===== src/inc/csg_defines.vh =====
// constants for the clock status and general control block
// assumes byte-wide register port fed by the serial framer
`ifndef CSG_DEFINES_VH
`define CSG_DEFINES_VH

// ----------------------------------------------------------------
// register offsets
// ----------------------------------------------------------------
`define CSG_ADDR_IE_A        8'h68
`define CSG_ADDR_IE_B        8'h69
`define CSG_ADDR_LATCH_A     8'h6c
`define CSG_ADDR_NOW_A       8'h6d
`define CSG_ADDR_LATCH_B     8'h6e
`define CSG_ADDR_NOW_B       8'h6f
`define CSG_ADDR_DIV_INIT    8'h71
`define CSG_ADDR_REACQ       8'h72
`define CSG_ADDR_BIAS_EDGE   8'h73

// ----------------------------------------------------------------
// field positions
// ----------------------------------------------------------------
`define CSG_BIT_VCXO_LOCK    4
`define CSG_BIT_REF          1
`define CSG_BIT_HOLD         0
`define CSG_BIT_CAL          2
`define CSG_BIT_CMD          7
`define CSG_BIT_EDGE         0

// ----------------------------------------------------------------
// reset values
// ----------------------------------------------------------------
`define CSG_RST_IE           1'b0
`define CSG_RST_LATCH        1'b1
`define CSG_RST_EDGE         1'b0
// synchroniser idle: sclk low, status good, cal idle
`define CSG_RST_SYNC         9'h0fe

// ----------------------------------------------------------------
// status vector layout: lock, inputs 3..0, ref, hold, cal
// ----------------------------------------------------------------
`define CSG_NSTAT            8
`define CSG_NLATCH           7
`define CSG_SYNC_DEPTH       3

`endif


===== src/design/csg_status_ctrl.v =====
// status latches, interrupt output and general control commands
// assumes a byte register port from the serial framer on clk;
// analog status and sclk come from outside and are synchronised here
`timescale 1ns/1ps
`include "csg_defines.vh"

module csg_status_ctrl (
  clk,
  rst,
  reg_addr,
  reg_wdata,
  reg_wr,
  reg_rdata,
  vcxo_loop_locked_now,
  input_active_now,
  reference_present_now,
  not_holdover_now,
  synth_cal_running,
  bias_cal_done,
  sclk,
  read_bit,
  read_drive,
  serial_bidir_pin_o,
  serial_bidir_pin_oe,
  divider_init_pulse,
  force_loop_reacquire,
  bias_calibrate_start,
  bias_cal_busy,
  irq_out_low
);
  input  wire       clk;
  input  wire       rst;
  input  wire [7:0] reg_addr;
  input  wire [7:0] reg_wdata;
  input  wire       reg_wr;
  output reg  [7:0] reg_rdata;
  input  wire       vcxo_loop_locked_now;
  input  wire [3:0] input_active_now;
  input  wire       reference_present_now;
  input  wire       not_holdover_now;
  input  wire       synth_cal_running;
  input  wire       bias_cal_done;
  input  wire       sclk;
  input  wire       read_bit;
  input  wire       read_drive;
  output wire       serial_bidir_pin_o;
  output wire       serial_bidir_pin_oe;
  output wire       divider_init_pulse;
  output wire       force_loop_reacquire;
  output wire       bias_calibrate_start;
  output wire       bias_cal_busy;
  output wire       irq_out_low;

  // ----------------------------------------------------------------
  // synchronisers for outside inputs (status and sclk)
  // ----------------------------------------------------------------
  wire [`CSG_NSTAT:0] raw_in;
  reg  [`CSG_NSTAT:0] sync1_reg;
  reg  [`CSG_NSTAT:0] sync2_reg;
  reg  [`CSG_NSTAT:0] sync3_reg;
  reg  [`CSG_NSTAT:0] filt_reg;

  assign raw_in = {sclk, vcxo_loop_locked_now, input_active_now, reference_present_now,
                   not_holdover_now, synth_cal_running};

  always @(posedge clk) begin
    if (rst) begin
      // idle levels, so no false fault is latched after reset
      sync1_reg     <= `CSG_RST_SYNC;
      sync2_reg     <= `CSG_RST_SYNC;
      sync3_reg     <= `CSG_RST_SYNC;
      filt_reg      <= `CSG_RST_SYNC;
    end else begin
      sync1_reg     <= raw_in;
      sync2_reg     <= sync1_reg;
      sync3_reg     <= sync2_reg;
      // change counts once stages two and three agree
      filt_reg      <= (sync2_reg & ~(sync2_reg ^ sync3_reg)) | (filt_reg & (sync2_reg ^ sync3_reg));
    end
  end

  wire       lock_f = filt_reg[7];
  wire [3:0] act_f  = filt_reg[6:3];
  wire       ref_f  = filt_reg[2];
  wire       hold_f = filt_reg[1];
  wire       cal_f  = filt_reg[0];
  wire       sclk_f = filt_reg[8];
  // sclk edge seen as soon as stages two and three agree
  wire       sclk_agree = ~(sync2_reg[8] ^ sync3_reg[8]);

  // ----------------------------------------------------------------
  // interrupt enables and read edge select
  // ----------------------------------------------------------------
  reg        ie_lock_reg;
  reg  [3:0] ie_act_reg;
  reg        reference_irq_enable_reg;
  reg        holdover_irq_enable_reg;
  reg        read_edge_select_reg;

  wire wr_ie_a  = reg_wr && (reg_addr == `CSG_ADDR_IE_A);
  wire wr_ie_b  = reg_wr && (reg_addr == `CSG_ADDR_IE_B);
  wire wr_lat_a = reg_wr && (reg_addr == `CSG_ADDR_LATCH_A);
  wire wr_lat_b = reg_wr && (reg_addr == `CSG_ADDR_LATCH_B);
  wire wr_init  = reg_wr && (reg_addr == `CSG_ADDR_DIV_INIT);
  wire wr_reacq = reg_wr && (reg_addr == `CSG_ADDR_REACQ);
  wire wr_bias  = reg_wr && (reg_addr == `CSG_ADDR_BIAS_EDGE);

  always @(posedge clk) begin
    if (rst) begin
      ie_lock_reg              <= `CSG_RST_IE;
      ie_act_reg               <= {4{`CSG_RST_IE}};
      reference_irq_enable_reg <= `CSG_RST_IE;
      holdover_irq_enable_reg  <= `CSG_RST_IE;
      read_edge_select_reg     <= `CSG_RST_EDGE;
    end else begin
      if (wr_ie_a) begin
        ie_lock_reg <= reg_wdata[`CSG_BIT_VCXO_LOCK];
        ie_act_reg  <= reg_wdata[3:0];
      end
      if (wr_ie_b) begin
        reference_irq_enable_reg <= reg_wdata[`CSG_BIT_REF];
        holdover_irq_enable_reg  <= reg_wdata[`CSG_BIT_HOLD];
      end
      if (wr_bias) begin
        read_edge_select_reg <= reg_wdata[`CSG_BIT_EDGE];
      end
    end
  end

  // ----------------------------------------------------------------
  // latched status: lock, inputs 3..0, reference, holdover
  // ----------------------------------------------------------------
  wire [`CSG_NLATCH-1:0] good_vec;
  wire [`CSG_NLATCH-1:0] clr_vec;
  wire [`CSG_NLATCH-1:0] ien_vec;
  wire [`CSG_NLATCH-1:0] lat_vec;
  wire [`CSG_NLATCH-1:0] req_vec;

  assign good_vec = {lock_f, act_f, ref_f, hold_f};
  assign clr_vec  = {wr_lat_a & reg_wdata[`CSG_BIT_VCXO_LOCK], {4{wr_lat_a}} & reg_wdata[3:0],
                     wr_lat_b & reg_wdata[`CSG_BIT_REF],
                     wr_lat_b & reg_wdata[`CSG_BIT_HOLD]};
  assign ien_vec  = {ie_lock_reg, ie_act_reg, reference_irq_enable_reg, holdover_irq_enable_reg};

  genvar gi;
  generate
    for (gi = 0; gi < `CSG_NLATCH; gi = gi + 1) begin : g_latch
      csg_latch_cell u_cell (
        .clk        (clk),
        .rst        (rst),
        .good_now   (good_vec[gi]),
        .clear      (clr_vec[gi]),
        .irq_enable (ien_vec[gi]),
        .latched    (lat_vec[gi]),
        .irq_req    (req_vec[gi])
      );
    end
  endgenerate

  reg irq_low_reg;
  always @(posedge clk) begin
    if (rst) begin
      irq_low_reg <= 1'b1;
    end else begin
      irq_low_reg <= ~(|req_vec);
    end
  end
  assign irq_out_low = irq_low_reg;

  // ----------------------------------------------------------------
  // self-clearing commands and bias busy flag (held until bias_cal_done)
  // ----------------------------------------------------------------
  reg init_reg;
  reg reacq_reg;
  reg bias_start_reg;
  reg bias_busy_reg;

  always @(posedge clk) begin
    if (rst) begin
      init_reg       <= 1'b0;
      reacq_reg      <= 1'b0;
      bias_start_reg <= 1'b0;
      bias_busy_reg  <= 1'b0;
    end else begin
      init_reg       <= wr_init & reg_wdata[`CSG_BIT_CMD];
      reacq_reg      <= wr_reacq & reg_wdata[`CSG_BIT_CMD];
      bias_start_reg <= wr_bias & reg_wdata[`CSG_BIT_CMD] & ~bias_busy_reg;
      if (wr_bias && reg_wdata[`CSG_BIT_CMD]) begin
        bias_busy_reg <= 1'b1;
      end else if (bias_cal_done) begin
        bias_busy_reg <= 1'b0;
      end
    end
  end

  assign divider_init_pulse   = init_reg;
  assign force_loop_reacquire = reacq_reg;
  assign bias_calibrate_start = bias_start_reg;
  assign bias_cal_busy        = bias_busy_reg;

  // ----------------------------------------------------------------
  // read mux
  // ----------------------------------------------------------------
  always @(posedge clk) begin
    if (rst) begin
      reg_rdata <= 8'h00;
    end else begin
      case (reg_addr)
        `CSG_ADDR_IE_A:      reg_rdata <= {3'h0, ie_lock_reg, ie_act_reg};
        `CSG_ADDR_IE_B:      reg_rdata <= {6'h00, reference_irq_enable_reg, holdover_irq_enable_reg};
        `CSG_ADDR_LATCH_A:   reg_rdata <= {3'h0, lat_vec[6:2]};
        `CSG_ADDR_NOW_A:     reg_rdata <= {3'h0, lock_f, act_f};
        `CSG_ADDR_LATCH_B:   reg_rdata <= {6'h00, lat_vec[1:0]};
        `CSG_ADDR_NOW_B:     reg_rdata <= {5'h00, cal_f, ref_f, hold_f};
        `CSG_ADDR_BIAS_EDGE: reg_rdata <= {7'h00, read_edge_select_reg};
        default:             reg_rdata <= 8'h00;
      endcase
    end
  end

  // ----------------------------------------------------------------
  // read data launch on the selected sclk edge
  // ----------------------------------------------------------------
  reg sdo_reg;
  reg sdo_oe_reg;
  // one cycle ahead of filt_reg, so the pin settles before the opposite edge
  wire launch = sclk_agree & (sync3_reg[8] ^ sclk_f) & ~(sync3_reg[8] ^ read_edge_select_reg);

  always @(posedge clk) begin
    if (rst) begin
      sdo_reg    <= 1'b0;
      sdo_oe_reg <= 1'b0;
    end else begin
      sdo_oe_reg <= read_drive;
      if (launch) begin
        sdo_reg <= read_bit;
      end
    end
  end

  assign serial_bidir_pin_o  = sdo_reg;
  assign serial_bidir_pin_oe = sdo_oe_reg;

endmodule // csg_status_ctrl


===== src/design/csg_latch_cell.v =====
// one sticky-low status latch with its interrupt request
// assumes fault and clear are on the core clock
`timescale 1ns/1ps
`include "csg_defines.vh"

module csg_latch_cell (
  clk,
  rst,
  good_now,
  clear,
  irq_enable,
  latched,
  irq_req
);
  input  wire clk;
  input  wire rst;
  input  wire good_now;
  input  wire clear;
  input  wire irq_enable;
  output wire latched;
  output wire irq_req;

  reg latched_reg;
  reg latched_next;

  always @* begin
    latched_next = latched_reg;
    if (clear) begin
      latched_next = 1'b1;
    end
    // fault beats a clear in the same cycle
    if (!good_now) begin
      latched_next = 1'b0;
    end
  end

  always @(posedge clk) begin
    if (rst) begin
      latched_reg <= `CSG_RST_LATCH;
    end else begin
      latched_reg <= latched_next;
    end
  end

  assign latched = latched_reg;
  // request only while latch low and enabled
  assign irq_req = ~latched_reg & irq_enable;

endmodule // csg_latch_cell


===== config.mk =====
export PLATFORM = sky130hd
export DESIGN_NAME = csg_status_ctrl
export DESIGN_NICKNAME = d
export VERILOG_FILES = /design/src/design/csg_status_ctrl.v /design/src/design/csg_latch_cell.v
export VERILOG_INCLUDE_DIRS = /design/src /design/src/inc
export SDC_FILE = /design/constraint.sdc
export NUM_CORES = 1
export LEC_CHECK = 0
export BUFFER_PORTS_ARGS = -buffer_cell sky130_fd_sc_hd__buf_2
export CAP_MARGIN = 20
export CORE_ASPECT_RATIO = 1.75
export CORE_UTILIZATION = 58
export CTS_CLUSTER_DIAMETER = 30
export DETAILED_ROUTE_END_ITERATION = 6
export GPL_ROUTABILITY_DRIVEN = 0
export PLACE_DENSITY = 0.89
export SETUP_SLACK_MARGIN = 0.3
export SYNTH_ARGS = -nofsm -noshare
export SYNTH_HDL_FRONTEND = slang
export SYNTH_HIERARCHICAL = 1
export SYNTH_SLANG_ARGS = --single-unit

===== constraint.sdc =====
create_clock -name clk -period 2.1 [get_ports clk]
set_input_delay 0.105 -clock clk [delete_from_list [all_inputs] [get_ports clk]]
set_output_delay 0.105 -clock clk [all_outputs]
set_load 0.005 [all_outputs]

==> results_dict.tcl <==
set metrics [dict create \
    status "finished, final reports clean" \
    setup_viol 0 \
    nFillCells 304 \
    switching_share_pct 23.3 \
    rows 30 \
    seqPwrFrac_pct 54.0 \
    overflow 0 \
    grt_pass1_wl_mm 7.03 \
    syn_to_final_growth_pct 20.4 \
    p_comb_share_pct 5.9 \
    cts_tree "done" \
    synth_flop_cell "dfxtp_1" \
    syn_inst 238 \
    vias 1806 \
    antenna_cells 0 \
    seqCellArea_um2 1260 \
    clkPwrFrac_pct 40.1 \
    antenna_found_initial 0 \
    dr.pass1.iters 4 \
    ios 46 \
    fp.dieH_um 86.8 \
    synth_edf_count 0 \
    hold_viol_final 0 \
    multiInputGateArea_um2 1040 \
    switching_power_mw 0.529 \
    criticalPathCategory "flip-flop to flip-flop" \
    drive_above_1_share_pct 29.5 \
    dp_hpwl_mm 2.89 \
    rsz0062_at_grt "false" \
    clk_latency_ns 0.34 \
    async_flop_share_pct 0 \
    clkTransAtPathRegs_ns 0.07 \
    portBuffers 40 \
    ys_warn_count 6 \
    nets 321 \
    first_iter_violations 37 \
    finalCriticalPeriod_ns 1.34 \
    ys_seq_area_share_pct 52.9 \
    finalClockSkew_ns 0.00445 \
    yosysTopAreaCell "dfxtp_1" \
    p_leak_nw 1.25 \
    hold_slack_ns 0.0158 \
    hold_path.class "input port to flip-flop" \
    cts_buffer_depth 2 \
    end_kind "flip-flop" \
    cts_sinks 63 \
    h-tree-depth 3 \
    avgSynthCellArea_um2 10.0 \
    arrival_ns 1.57 \
    drc 0 \
    cts_resized 0 \
    die-area_um2 4380 \
    internal_power_mw 1.74 \
    synth_cell_types 41 \
    synth_area_leaders "dfxtp_1 53%, or2_2 5.5%, nor2b_1 4.7%, mux2i_1 4.6%, nor2_1 3.3%" \
    die_w_um 50.5 \
    max_freq_mhz 746 \
    startpoint_type "flip-flop" \
    grt_use_total_pct 22.0 \
    viasPerCell 5.27 \
    ant_nets 0 \
    root_buffer "clkbuf_8" \
    ys_seq_elements 63 \
    finalSetupTns_ns 0 \
    post-route-period-util_pct 63.8 \
    final-max-slew-violation-count 0 \
    fin_util_pct 73.5 \
    syn_area_um2 2380 \
    grt_pass1_vias 1653 \
    coreArea_um2 3900 \
    wirelength_mm 4.29 \
    crit_required_ns 2.33 \
    final_common_cell "dfxtp_1" \
    yosysTopAreaCellShare_pct 52.9 \
    final_cell_mix "63 x dfxtp_1, 40 x buf_2, 21 x nor2_1, 21 x or2_2, 18 x nor2b_1" \
    cts_buffers 9 \
    powerDensity_nw_per_um2 791 \
    drv_cap 0 \
    wire_per_inst_um 12.5 \
    irDropWorstVdd_v 0.000685 \
    start_util_pct 61.1 \
    worst-path-max-fanout 4 \
    grt_max_degree 32 \
]
power by group through the flow:
stage          registers (mW)  logic (mW)  clock network (mW)
2_1_floorplan            1.25      0.0807                   0
3_3_place_gp             1.25       0.115                   0
3_5_place_dp             1.25       0.118                   0
4_1_cts                  1.23       0.134               0.930
5_1_grt                  1.23       0.146               0.985
6_report                 1.23       0.134               0.910
final timing paths:
| path | from | endpoint | slack (ns) | cells after the start |
|---|---|---|---|---|
| max | flip-flop | reg_rdata[0] | 0.76 | 4 |
| min reg2reg | sync1_reg[6] | sync2_reg[6] | 0.41 | 1 |
| max reg2reg | flip-flop | reg_rdata[0] | 0.76 | 4 |
| min | reg_wdata[3] | ie_act_reg[3] | 0.02 | 3 |
repair_timing:
item / in CTS / in global routing
hold buffers: 11 / 0
setup buffers: 0 / 0
hold endpoints to repair: 11 / 0
Yosys cell counts (all sizes together), types with 4 or more instances:
master  count
nor3        5
o21bai      7
nand2       5
a22oi       4
and2        9
a21oi      11
mux2i      11
or2        21
nor2b      18
dfxtp      63
buf         8
nand2b      8
clkbuf      6
nand4       6
nor2       21
o21ai      10
worst max-delay path, stage by stage (launching register included):
cell	delay, ns
dfxtp_1	0.34
mux4_2	0.47
a21oi_1	0.18
o22ai_1	0.10
o211a_1	0.15
layout make-up:
cell class              instances  area share, %
multi-input cells             162           36.4
flip-flops and latches         63           44.0
clock inverters                 6           1.26
inverters                       1          0.131
repair buffers                 53           11.3
clock buffers                  10           4.80
well taps                      48           2.09
kinds of logic (layout without fill, tap and decap cells):
family / count (synthesis) / count (layout) / share of synthesized area [%]
flops: 63 / 63 / 52.9
compound gates: 40 / 40 / 10.9
other cells: 1 / 3 / 0.157
mux: 15 / 15 / 6.98
simple gates: 104 / 104 / 25.5
buf+inv: 15 / 70 / 3.57
through the flow:
stage	cells	total power [mW]	setup slack, ns	area [um^2]
2_1_floorplan	240	1.33	0.890	2390
3_3_place_gp	316	1.37	0.629	2580
3_5_place_dp	316	1.37	0.607	2580
4_1_cts	343	2.29	0.760	2870
5_1_grt	343	2.36	0.704	2870
6_report	343	2.27	0.760	2870
metal layers:
| layer | track usage [%] | part of all wire, % | vias to the layer above |
|---|---|---|---|
| li1 | - | - | 917 |
| met1 | 22.4 | 41 | 826 |
| met2 | 36.8 | 51 | 52 |
| met3 | 7.02 | 4.4 | 11 |
| met4 | 16.4 | 3.4 | 0 |
| met5 | 0 | 0 | - |
Note: power is estimated with default switching activity, not from simulation.
